<file path="src/core/duo_pkg.sv">
// How it works
// - panel path bit picks panel controller
// - crt path bit picks crt controller
// - only controller 1 offers vga, expansion, centering
// - overlay shows only where controller 1 drives
// - clock select low/high nibbles per controller
// - two color tables, both enabled after reset, writes mirrored
// - path bit 7 picks cursor owner
// - path bit 6 picks icon owner
// - one cursor, one icon, controller 1 after reset
// - bank bit 3 low enables controller 1 writes
// - bank bit 2 high enables controller 2 writes
// - one write updates every enabled copy
// - bank bits 1-0 choose copy read back
// - paired registers: two copies, one address
// - shared registers: one copy feeds both
// - panel set 60-6F feeds panel controller
package duo_pkg;

  localparam int ADDR_W = 8;
  localparam int DATA_W = 8;

  // register indices on the software port
  localparam logic [7:0] BANK_ACCESS_ADDR   = 8'h26;
  localparam logic [7:0] CLOCK_SELECT_ADDR  = 8'h28;
  localparam logic [7:0] PATH_ASSIGN_ADDR   = 8'h31;
  localparam logic [7:0] PANEL_FIRST_ADDR   = 8'h60;
  localparam logic [7:0] PANEL_RESERVED     = 8'h67;
  localparam logic [8:0] PANEL_COUNT        = 9'h010;
  localparam logic [7:0] PAIRED_BASE        = 8'h80;
  localparam logic [7:0] SHARED_BASE        = 8'hA0;
  localparam logic [7:0] TABLE_CONTROL_ADDR = 8'hC0;
  localparam logic [7:0] TABLE_INDEX_ADDR   = 8'hC1;
  localparam logic [7:0] TABLE_DATA_ADDR    = 8'hC2;

  // field positions
  localparam int BANK_WR1_BIT    = 3;
  localparam int BANK_WR2_BIT    = 2;
  localparam int BANK_RD_LSB     = 0;
  localparam int BANK_RD_MSB     = 1;
  localparam int CLK1_LSB        = 0;
  localparam int CLK1_MSB        = 3;
  localparam int CLK2_LSB        = 4;
  localparam int CLK2_MSB        = 7;
  localparam int PATH_PANEL_BIT  = 1;
  localparam int PATH_CRT_BIT    = 2;
  localparam int PATH_ICON_BIT   = 6;
  localparam int PATH_CURSOR_BIT = 7;

  // reset values
  localparam logic [7:0] BANK_ACCESS_RESET   = 8'h00;
  localparam logic [7:0] CLOCK_SELECT_RESET  = 8'h00;
  localparam logic [7:0] PATH_ASSIGN_RESET   = 8'h00;
  localparam logic [7:0] TABLE_CONTROL_RESET = 8'h03;
  localparam logic [7:0] ZERO_BYTE           = 8'h00;

  // which controller a path or resource follows
  typedef enum logic {
    CTRL1 = 1'b0,
    CTRL2 = 1'b1
  } ctrl_t;

  // read-back choice for paired registers
  typedef enum logic [1:0] {
    READ_CTRL1   = 2'b00,
    READ_CTRL2   = 2'b01,
    READ_CTRL1_B = 2'b10,
    READ_CTRL1_C = 2'b11
  } read_sel_t;

  // address falls inside [base, base+count)
  function automatic logic in_window(input logic [7:0] a,
                                     input logic [7:0] base,
                                     input logic [8:0] count);
    logic [8:0] ext;
    ext = {1'b0, a} - {1'b0, base};
    return ({1'b0, a} >= {1'b0, base}) && (ext < count);
  endfunction

endpackage

</file>
<file path="src/core/paired_register_bank.sv">
`timescale 1ns/1ps
module paired_register_bank #(
  parameter int COUNT = 8,
  parameter int AW    = $clog2(COUNT)
) (
  input  wire logic                    ref_clk,
  input  wire logic                    rst,
  input  wire logic                    write,
  input  wire logic [AW-1:0]           index,
  input  wire logic [7:0]              wdata,
  input  wire logic                    write_first,
  input  wire logic                    write_second,
  input  wire logic                    read_second,
  output logic      [7:0]              rdata,
  output logic      [COUNT-1:0][7:0]   first_copy,
  output logic      [COUNT-1:0][7:0]   second_copy
);
  import duo_pkg::*;

  typedef struct packed {
    logic [COUNT-1:0][7:0] first;
    logic [COUNT-1:0][7:0] second;
  } bank_t;

  bank_t s;
  bank_t next_s;

  // each copy has its own gate, so one write may land in both
  always_comb begin
    next_s = s;
    if (write && write_first) begin
      next_s.first[index] = wdata;
    end
    if (write && write_second) begin
      next_s.second[index] = wdata;
    end
    if (rst) begin
      next_s = '0;
    end
  end

  always_ff @(posedge ref_clk) begin
    s <= next_s;
  end

  assign rdata       = read_second ? s.second[index] : s.first[index];
  assign first_copy  = s.first;
  assign second_copy = s.second;

endmodule // paired_register_bank

</file>
<file path="src/core/color_table.sv">
`timescale 1ns/1ps
module color_table #(
  parameter int DEPTH = 16,
  parameter int AW    = $clog2(DEPTH)
) (
  input  wire logic          ref_clk,
  input  wire logic          rst,
  input  wire logic          write,
  input  wire logic [AW-1:0] wr_index,
  input  wire logic [7:0]    wdata,
  input  wire logic [AW-1:0] rd_index,
  output logic      [7:0]    rd_data
);
  import duo_pkg::*;

  typedef struct packed {
    logic [DEPTH-1:0][7:0] entry;
    logic [7:0]            color;
  } table_t;

  table_t s;
  table_t next_s;

  // pixel lookup is registered, one cycle behind the index
  always_comb begin
    next_s = s;
    next_s.color = s.entry[rd_index];
    if (write) begin
      next_s.entry[wr_index] = wdata;
    end
    if (rst) begin
      next_s = '0;
    end
  end

  always_ff @(posedge ref_clk) begin
    s <= next_s;
  end

  assign rd_data = s.color;

endmodule // color_table

</file>
<file path="src/core/dual_display_routing.sv">
`timescale 1ns/1ps
module dual_display_routing #(
  parameter int PAIRED_COUNT = 8,
  parameter int SHARED_COUNT = 8,
  parameter int TABLE_DEPTH  = 16,
  parameter int PAIRED_AW    = $clog2(PAIRED_COUNT),
  parameter int SHARED_AW    = $clog2(SHARED_COUNT),
  parameter int TABLE_AW     = $clog2(TABLE_DEPTH)
) (
  input  wire logic                         ref_clk,
  input  wire logic                         rst,
  input  wire logic [duo_pkg::ADDR_W-1:0]   reg_addr,
  input  wire logic [duo_pkg::DATA_W-1:0]   reg_wdata,
  input  wire logic                         reg_write,
  input  wire logic                         reg_read,
  output logic      [duo_pkg::DATA_W-1:0]   reg_rdata,
  input  wire logic [TABLE_AW-1:0]          ctrl1_pixel_index,
  input  wire logic [TABLE_AW-1:0]          ctrl2_pixel_index,
  output logic      [7:0]                   ctrl1_color,
  output logic      [7:0]                   ctrl2_color,
  output logic                              panel_source,
  output logic                              crt_source,
  output logic                              cursor_owner,
  output logic                              icon_owner,
  output logic                              cursor_on_panel,
  output logic                              cursor_on_crt,
  output logic                              icon_on_panel,
  output logic                              icon_on_crt,
  output logic                              overlay_on_panel,
  output logic                              overlay_on_crt,
  output logic                              panel_expand_allowed,
  output logic                              panel_vga_capable,
  output logic                              crt_vga_capable,
  output logic      [3:0]                   ctrl1_clock_rate,
  output logic      [3:0]                   ctrl2_clock_rate,
  output logic      [PAIRED_COUNT*8-1:0]    ctrl1_timing,
  output logic      [PAIRED_COUNT*8-1:0]    ctrl2_timing,
  output logic      [SHARED_COUNT*8-1:0]    shared_timing,
  output logic      [16*8-1:0]              ctrl1_panel_timing,
  output logic      [16*8-1:0]              ctrl2_panel_timing
);
  import duo_pkg::*;

  // index step for the palette auto-increment; wraps at the table depth
  localparam logic [TABLE_AW-1:0] TABLE_STEP = TABLE_AW'(1);
  localparam int                  PANEL_N    = 16;

  // decodes that several outputs share live in functions, so the panel
  // and crt versions of one rule cannot drift apart

  // a path fed by controller 1 keeps vga, expansion and the overlay
  function automatic logic fed_by_ctrl1(input logic source);
    return (source == CTRL1);
  endfunction

  // the single cursor or icon shows wherever its owner is routed
  function automatic logic shown_on(input logic owner,
                                    input logic source);
    return (owner == source);
  endfunction

  // one strobe aimed at one fixed index
  function automatic logic strobe_at(input logic              strobe,
                                     input logic [ADDR_W-1:0] a,
                                     input logic [ADDR_W-1:0] target);
    return strobe && (a == target);
  endfunction

  typedef struct packed {
    logic [7:0]                     bank_access;
    logic [7:0]                     clock_select;
    logic [7:0]                     path_assign;
    logic [7:0]                     table_control;
    logic [TABLE_AW-1:0]            table_index;
    logic [SHARED_COUNT-1:0][7:0]   shared;
    logic [PANEL_N-1:0][7:0]        panel;
    logic [7:0]                     rdata;
  } state_t;

  state_t                        s;
  state_t                        next_s;

  logic                          paired_hit;
  logic                          shared_hit;
  logic                          panel_hit;
  logic                          paired_write;
  logic [7:0]                    paired_off;
  logic [7:0]                    shared_off;
  logic [7:0]                    panel_off;
  logic [PAIRED_AW-1:0]          paired_idx;
  logic [SHARED_AW-1:0]          shared_idx;
  logic [3:0]                    panel_idx;
  logic [7:0]                    paired_rdata;
  logic                          wr_gate1;
  logic                          wr_gate2;
  logic                          rd_second;
  read_sel_t                     rd_sel;
  logic [PAIRED_COUNT-1:0][7:0]  first_copy;
  logic [PAIRED_COUNT-1:0][7:0]  second_copy;
  logic [1:0]                    table_write;
  logic [1:0][TABLE_AW-1:0]      pixel_index;
  logic [1:0][7:0]               pixel_color;

  // address decode, shared by the write and the read paths;
  // the reserved panel slot decodes as unmapped so it never stores
  assign paired_hit = in_window(reg_addr, PAIRED_BASE, 9'(PAIRED_COUNT));
  assign shared_hit = in_window(reg_addr, SHARED_BASE, 9'(SHARED_COUNT));
  assign panel_hit  = in_window(reg_addr, PANEL_FIRST_ADDR, PANEL_COUNT)
                      && (reg_addr != PANEL_RESERVED);
  assign paired_off = reg_addr - PAIRED_BASE;
  assign shared_off = reg_addr - SHARED_BASE;
  assign panel_off  = reg_addr - PANEL_FIRST_ADDR;
  assign paired_idx = paired_off[PAIRED_AW-1:0];
  assign shared_idx = shared_off[SHARED_AW-1:0];
  assign panel_idx  = panel_off[3:0];

  // one strobe reaches the bank; the gates below pick which copies take it
  assign paired_write = reg_write && paired_hit;

  // write gates: controller 1 active low, controller 2 active high;
  // both open at once is how one write programs both timing sets
  assign wr_gate1 = ~s.bank_access[BANK_WR1_BIT];
  assign wr_gate2 = s.bank_access[BANK_WR2_BIT];

  // read-back select; only the one code picks the second copy, so the
  // two spare codes behave like the default and drivers that set them
  // still read controller 1
  assign rd_sel    = read_sel_t'(s.bank_access[BANK_RD_MSB:BANK_RD_LSB]);
  assign rd_second = (rd_sel == READ_CTRL2);

  // two physical copies behind every paired address
  // the bank reads combinationally; the flop on reg_rdata adds the cycle
  paired_register_bank #(
    .COUNT        (PAIRED_COUNT),
    .AW           (PAIRED_AW)
  ) u_paired (
    .ref_clk      (ref_clk),
    .rst          (rst),
    .write        (paired_write),
    .index        (paired_idx),
    .wdata        (reg_wdata),
    .write_first  (wr_gate1),
    .write_second (wr_gate2),
    .read_second  (rd_second),
    .rdata        (paired_rdata),
    .first_copy   (first_copy),
    .second_copy  (second_copy)
  );

  // register file; read data is zero except the cycle after a read
  always_comb begin
    next_s = s;
    next_s.rdata = ZERO_BYTE;
    if (reg_write) begin
      case (reg_addr)
        BANK_ACCESS_ADDR: begin
          next_s.bank_access = reg_wdata;
        end
        CLOCK_SELECT_ADDR: begin
          next_s.clock_select = reg_wdata;
        end
        PATH_ASSIGN_ADDR: begin
          next_s.path_assign = reg_wdata;
        end
        TABLE_CONTROL_ADDR: begin
          next_s.table_control = reg_wdata;
        end
        TABLE_INDEX_ADDR: begin
          next_s.table_index = reg_wdata[TABLE_AW-1:0];
        end
        TABLE_DATA_ADDR: begin
          // auto-step so a palette loads as a burst of data writes
          next_s.table_index = s.table_index + TABLE_STEP;
        end
        default: begin
        end
      endcase
      // windows are tested outside the case, which knows fixed indices only
      if (shared_hit) begin
        next_s.shared[shared_idx] = reg_wdata;
      end
      if (panel_hit) begin
        next_s.panel[panel_idx] = reg_wdata;
      end
    end
    if (reg_read) begin
      case (reg_addr)
        BANK_ACCESS_ADDR: begin
          next_s.rdata = s.bank_access;
        end
        CLOCK_SELECT_ADDR: begin
          next_s.rdata = s.clock_select;
        end
        PATH_ASSIGN_ADDR: begin
          next_s.rdata = s.path_assign;
        end
        TABLE_CONTROL_ADDR: begin
          next_s.rdata = s.table_control;
        end
        TABLE_INDEX_ADDR: begin
          next_s.rdata = 8'(s.table_index);
        end
        default: begin
          next_s.rdata = ZERO_BYTE;
        end
      endcase
      // window hits override whatever the fixed-index case chose
      if (paired_hit) begin
        next_s.rdata = paired_rdata;
      end
      if (shared_hit) begin
        next_s.rdata = s.shared[shared_idx];
      end
      if (panel_hit) begin
        next_s.rdata = s.panel[panel_idx];
      end
    end
    // reset sits last so it beats any strobe sampled in the same cycle
    if (rst) begin
      next_s               = '0;
      next_s.bank_access   = BANK_ACCESS_RESET;
      next_s.clock_select  = CLOCK_SELECT_RESET;
      next_s.path_assign   = PATH_ASSIGN_RESET;
      next_s.table_control = TABLE_CONTROL_RESET;
    end
  end

  // one register stage for all control state; rst is folded into next_s
  always_ff @(posedge ref_clk) begin
    s <= next_s;
  end

  // read data come from a flop, one cycle after the strobe and only then
  assign reg_rdata = s.rdata;

  // one color table per controller; a cpu write reaches every enabled one
  assign pixel_index[0] = ctrl1_pixel_index;
  assign pixel_index[1] = ctrl2_pixel_index;

  generate
    for (genvar k = 0; k < 2; k++) begin : g_table
      // both tables take the same index and data; only the enable differs
      assign table_write[k] = strobe_at(reg_write, reg_addr, TABLE_DATA_ADDR)
                              && s.table_control[k];
      color_table #(
        .DEPTH    (TABLE_DEPTH),
        .AW       (TABLE_AW)
      ) u_table (
        .ref_clk  (ref_clk),
        .rst      (rst),
        .write    (table_write[k]),
        .wr_index (s.table_index),
        .wdata    (reg_wdata),
        .rd_index (pixel_index[k]),
        .rd_data  (pixel_color[k])
      );
    end
  endgenerate

  // table outputs are already registered inside each table
  assign ctrl1_color = pixel_color[0];
  assign ctrl2_color = pixel_color[1];

  // output path steering
  assign panel_source = s.path_assign[PATH_PANEL_BIT];
  assign crt_source   = s.path_assign[PATH_CRT_BIT];
  assign cursor_owner = s.path_assign[PATH_CURSOR_BIT];
  assign icon_owner   = s.path_assign[PATH_ICON_BIT];

  // the single cursor and icon appear wherever their owner is routed;
  // the owner bits move only the cursor and icon, not the pixel data
  assign cursor_on_panel = shown_on(cursor_owner, panel_source);
  assign cursor_on_crt   = shown_on(cursor_owner, crt_source);
  assign icon_on_panel   = shown_on(icon_owner, panel_source);
  assign icon_on_crt     = shown_on(icon_owner, crt_source);

  // overlay hangs off controller 1 only, so at most it follows that path;
  // with split routing the overlay appears on one screen at most
  assign overlay_on_panel = fed_by_ctrl1(panel_source);
  assign overlay_on_crt   = fed_by_ctrl1(crt_source);

  // controller 2 lacks vga and panel expansion or centering;
  // a user wanting expansion must route the panel to controller 1
  assign panel_expand_allowed = fed_by_ctrl1(panel_source);
  assign panel_vga_capable    = fed_by_ctrl1(panel_source);
  assign crt_vga_capable      = fed_by_ctrl1(crt_source);

  // per-controller pixel clock rate codes; the codes only name a rate,
  // the dividers that make it sit outside this block
  assign ctrl1_clock_rate = s.clock_select[CLK1_MSB:CLK1_LSB];
  assign ctrl2_clock_rate = s.clock_select[CLK2_MSB:CLK2_LSB];

  // each controller sees only its own copy; the shared copy feeds both
  assign ctrl1_timing  = first_copy;
  assign ctrl2_timing  = second_copy;
  assign shared_timing = s.shared;

  // panel timing goes only to the controller that owns the panel;
  // the other sees zero so it cannot pick up stale panel values
  assign ctrl1_panel_timing = (panel_source == CTRL1) ? s.panel : '0;
  assign ctrl2_panel_timing = (panel_source == CTRL2) ? s.panel : '0;

endmodule // dual_display_routing

</file>
<file path="config.mk">
export PLATFORM = sky130hd
export DESIGN_NAME = dual_display_routing
export DESIGN_NICKNAME = d
export VERILOG_FILES = /design/src/core/duo_pkg.sv /design/src/core/paired_register_bank.sv /design/src/core/color_table.sv /design/src/core/dual_display_routing.sv
export SDC_FILE = /design/constraint.sdc
export NUM_CORES = 2
export LEC_CHECK = 0
export ABC_CLOCK_PERIOD_IN_PS = 2160
export BUFFER_PORTS_ARGS = -buffer_cell sky130_fd_sc_hd__buf_2
export CAP_MARGIN = 20
export CORE_UTILIZATION = 33
export CTS_CLUSTER_SIZE = 10
export DETAILED_ROUTE_END_ITERATION = 16
export PLACE_DENSITY_LB_ADDON = 0.3
export SLEW_MARGIN = 5
export SYNTH_ARGS = -nofsm -noshare
export SYNTH_HDL_FRONTEND = slang
export SYNTH_SLANG_ARGS = --single-unit
</file>
<file path="constraint.sdc">
create_clock -name ref_clk -period 2.16 [get_ports ref_clk]
set_input_delay 0 -clock ref_clk [delete_from_list [all_inputs] [get_ports ref_clk]]
set_output_delay 0 -clock ref_clk [all_outputs]
set_load 0.02 [all_outputs]
</file>
# == Word level (Yosys, flattened, before mapping) ==
# Index checks and enable logic that the tools add are counted.
# word_totals
ramBits,0
inputBits,28
word_cells,176
latchBits,0
n_memories,0
reg_bits,636
rom_bits,0
output_inout_bits,493
# op_classes
multipliers,0
div,0
reduce_logical,23
n_mux,34
add_sub_neg,7
n_shift,0
eq_ne,12
bitwise_logic,4
n_lt_le_gt_ge,16
# op_table
operator,n
bitwise mux 128 bit,3
two-way mux 128 bit,2
bitwise mux 64 bit,3
two-way mux 8 bit,14
binary-select mux 8 bit (select 4 bit),3
binary-select mux 8 bit (select 3 bit),3
demux 8 bit (select 4 bit),2
demux 8 bit (select 3 bit),2
one-hot mux 8 bit (5 select lines),1
"== test 8 x 6 -> 1 bit, second input constant",3
"== test 8 bit, second input constant",3
"< comparator 4 x 5 -> 1 bit, second input constant",4
"< comparator 9 x 4 -> 1 bit, second input constant",2
"subtractor 8 x 8 -> 9 bit, second input constant",2
"greater-or-equal comparator 8 bit, second input constant",2
logical AND 1 bit,14
AND reduction 2 bit,7
"< comparator 9 x 5 -> 1 bit, second input constant",1
"subtractor 8 x 7 -> 9 bit, second input constant",1
"greater-or-equal comparator 4 x 1 -> 1 bit, second input constant",2
"greater-or-equal comparator 8 x 7 -> 1 bit, second input constant",1
"< comparator 3 x 4 -> 1 bit, second input constant",2
"inequality test 8 x 7 -> 1 bit, second input constant",1
one-hot mux 4 bit (2 select lines),1
other kinds (9),17

# == Logic depth before layout (Yosys ltp) ==
# depth
ltp_word,7
ltp_mapped,10

# == Hierarchy ==
# Synthesis repeated with hierarchy kept, for this count alone.
# unflattened
hier_cells,3379
hier_area_um2,31238.7
# modules_own_cells
mod,cells_each,area_each_um2,instances,seq_area_each_um2
dual_display_routing,1513,13556.8,1,4724.5
color_table,591,5928.2,2,2722.6
paired_register_bank,684,5825.6,1,2562.5

# == Worst setup path after synthesis ==
# Ideal clock, no wire load.
# synth_path
kind,input port to flip-flop
startpoint,in reg_addr[6] in the netlist's numbering
endpoint,reg s (netlist bit shared_timing[48])
t_arrival_ns,1.796
setup_slack_ns,0.236
stages,9
setup_time_ns,0.128
path_cell_list,or2_2 ha_1 nor2b_1 o211a_1 buf_4 nand2_4 nor2_2 mux2i_1 nor2_1
# synth_via
elab_chain_len,4
elab_cells_between_ends,5
cone_classes,1 x add/sub; 2 x order compare; 2 x reduce/logical
# synth_lines
element,line_no,source
from (decl),dual_display_routing.sv:12,"input wire logic [duo_pkg::ADDR_W-1:0] reg_addr,"
subtractor 8 x 8 -> 9 bit,duo_pkg.sv:76,"ext = {1'b0, a} - {1'b0, base};"
< comparator 9 x 4 -> 1 bit,duo_pkg.sv:77,"return ({1'b0, a} >= {1'b0, base}) && (ext < count);"
logical AND 1 bit (*),duo_pkg.sv:77,
AND reduction 2 bit (no source line) (*),n/a,
to (signal assigned),dual_display_routing.sv:230,s <= next_s;
to (decl),dual_display_routing.sv:80,state_t s;
# Mark *: on every way between the ends. The rest lies on a longest branch, timed or not.
# A chain may end at the register's enable or synchronous reset.

# == Final worst setup path ==
# layout_path
startpoint,reg s (netlist bit panel_source)
endpoint,out ctrl1_panel_timing[31]
# layout_via
elab_chain_len,1
# layout_lines
element,line_no,source
two-way mux 128 bit,dual_display_routing.sv:300,assign ctrl1_panel_timing = (panel_source == CTRL1) ? s.panel : '0;
to (decl),dual_display_routing.sv:39,"output logic [16*8-1:0] ctrl1_panel_timing,"
# No other way between the ends.

==> out/results.txt <==
Port bufs - 520
Final WS setup - 0.181 ns
Post-Syn Instances - 3106
Die area - 94700 µm²
Clock-pin slew on the worst setup and hold paths - 0.06 ns
Hold Path Class - in2reg
Switching Fraction - 23.6%
Max Cap Viol - 0
Commonest non-fill, non-tap cell in the layout - dfxtp_1
Top_reg_cell synth - dfxtp_1
Dpl ws - -0.0231 ns
Share of layout cells above drive strength 1 - 29.5%
Vias in the first global route - 22400
CTS Sinks - 636
Routed WL per cell - 22.4 µm
Leading area contributor after synthesis - dfxtp_1
CTS root buffer - clkbuf_16
Crit Path Class - reg2out
Number of flops mapped to enable cells by yosys - 0
Setup violations, final - 0
Period minus WS final - 1.98 ns
Worst setup SP type - flop
Initial antenna violation count - 8
Leakage - 18.1 nW
Largest net degree at the start of global routing - 150
Synth Net Count - 3141
Via count - 24400
Area growth from synthesis to layout - 21.8%
Post-synthesis sequential area ratio - 41.3%
CTS max path bufs - 3
1st-pass router iterations - 5
Clk_skew - 0.0297 ns
NetSw - 5.97 mW
Die height - 308 µm
Share of the synthesized area in the top cell type - 41.3%
Initial DRC Count - 2150
Synth cell types - 71
Gate power share - 5.3%
Final Max Slew Viols - 0
Final Hold Fails - 0
Antenna violation net count after detailed routing - 0
Mapped Avg Cell Area - 9.93 µm²
H-tree lvl count - 3
Required time of the worst setup path - 2.16 ns
Clk_lat worst skew - 0.63 ns
Power Dens Cells - 673 nW/µm²
Fin Hold WS - 0.0378 ns
GRT Util Overall - 21.9%
First-pass GRT wire length - 156 mm
Power Internal - 19.3 mW
TritonCTS clock tree - yes
Post-Route WL - 108 mm
Flop pwr share - 46.5%
Placer Congestion - 0.932
Max Fclk - 505 MHz
Grt ovf - 0
Max IR drop VDD - 486 µV
Via/cell ratio - 5.07
# rows - 111
Core region area - 92100 µm²
Clock power frac - 48.2%
Fin nets - 3583
Tcrit/Tclk final - 91.6%
# DRC - 0
Synth Warn # - 0
# IOs - 521
Worst-path maximum fanout - 86
Worst slew margin - 49.5%
Synth async-reset ratio - 0%
HPWL after DPL - 77.5 mm
FF+latch count, synth - 636
Top cells by area, synth - dfxtp_1 41%, mux2i_1 17%, mux4_2 11%, nor2_1 6.7%, nor2b_1 3.3%
Starting Density - 33.5%
Die X-Extent - 308 µm
RSZ-0062 raised after global routing - false
Synth Cell Area - 30800 µm²
Status - completed
Worst EP arrival - 1.98 ns
Most frequent cells in the layout - 635 x dfxtp_1, 547 x nor2_1, 539 x mux2i_1, 509 x buf_2
Total CTS buffers - 77
Crit path capture type - primary output
Actual slew at the worst max-slew pin - 0.758 ns
[power groups by stage]
stage | sequential, mW | combinational, mW | clock, mW
after floorplan | 12.0 | 0.809 | 0
after global placement | 12.0 | 1.33 | 0
final | 11.8 | 1.35 | 12.2
after CTS | 11.7 | 1.35 | 12.4
after global routing | 11.7 | 1.42 | 12.9
after detailed placement | 12.0 | 1.32 | 0
[logic make-up (layout without fill, tap and decap cells)]
| kind of cell | count (synthesis) | count (layout) | synth area share, % |
|---|---|---|---|
| other | 0 | 4 | 0 |
| adders and majority gates | 7 | 7 | 0.284 |
| buffers and inverters | 377 | 848 | 6.35 |
| and+or+nand+nor | 1128 | 1128 | 18.4 |
| xor gates and xnor gates | 4 | 4 | 0.114 |
| AOI/OAI and AO/OA | 254 | 254 | 4.86 |
| muxes | 700 | 700 | 28.7 |
| DFF | 636 | 636 | 41.3 |
[layer usage]
layer | global-route usage (%) | wire, µm
met3 | 4.16 | 7240
met5 | 0 | 50
met4 | 6.71 | 2640
met1 | 29.9 | 48000
met2 | 34.8 | 50100
[critical path: stages (launching register included)]
cell	delay, ns
dfxtp_4	0.40
buf_6	0.26
nor2b_1	0.45
buf_2	0.26
[path summary, 6_finish.rpt]
| check | start | to | slack, ns | depth (start not counted) |
|---|---|---|---|---|
| max | panel_source | ctrl1_panel_timing[31] | 0.18 | 3 |
| min | ctrl1_pixel_index[3] | g_table[0].u_table.rd_data[2] | 0.04 | 3 |
| max reg2reg | s[30] | reg_rdata[6] | 0.31 | 4 |
| min reg2reg | s[234] | s[234] | 0.46 | 2 |
[per-stage QoR]
| stage | util (%) | power [mW] | std cells | setup TNS [ns] | cell area (µm²) |
|---|---|---|---|---|---|
| floorplan | - | 12.8 | 3106 | 0 | 30800 |
| global placement | 38.2 | 13.3 | 4700 | -0.00336 | 35100 |
| detailed placement | 38.2 | 13.3 | 4700 | -0.154 | 35100 |
| CTS | 40.8 | 25.5 | 4820 | 0 | 37500 |
| global route | 40.8 | 26.0 | 4821 | 0 | 37500 |
| finish | 40.8 | 25.3 | 4824 | 0 | 37600 |
[synthesized netlist by cell type, types with 37 or more instances]
library cell  count
nor2_1          548
nand2_1         115
buf_2            37
nand3_1          53
buf_4           118
dfxtp_1         636
mux4_2          147
mux2i_1         539
clkbuf_1        186
a21oi_1         111
nor2b_1         162
and2_1          132
o21ai_0          68
[sequential cells by signal, indices dropped and copies added, names as in the netlist]
signal                   flops
g_table.u_table.rd_data     16
shared_timing               64
ctrl1_clock_rate             4
u_paired.second_copy        64
rd_sel                       2
s                          150
u_paired.first_copy         64
icon_owner                   1
g_table.u_table.s          256
ctrl2_clock_rate             4
crt_source                   1
reg_rdata                    8
panel_source                 1
cursor_owner                 1
[final cells by class]
cell class | count | area, µm²
Fill cell | 9059 | 54500
Multi-Input combinational cell | 2093 | 16200
Sequential cell | 636 | 12700
Timing Repair Buffer | 727 | 4750
Clock buffer | 101 | 2190
Tap cell | 1243 | 1560
Clock inverter | 7 | 88.8
Inverter | 13 | 48.8
Antenna cell | 4 | 10.0
[what timing repair did]
action	in CTS	in global routing
hold endpoints to repair	260	0
resized for setup	1	2
buffers inserted	0	0
hold buffers	12	0
setup endpoints to repair	1	54
No activity file was read; power rests on OpenSTA's default activity.
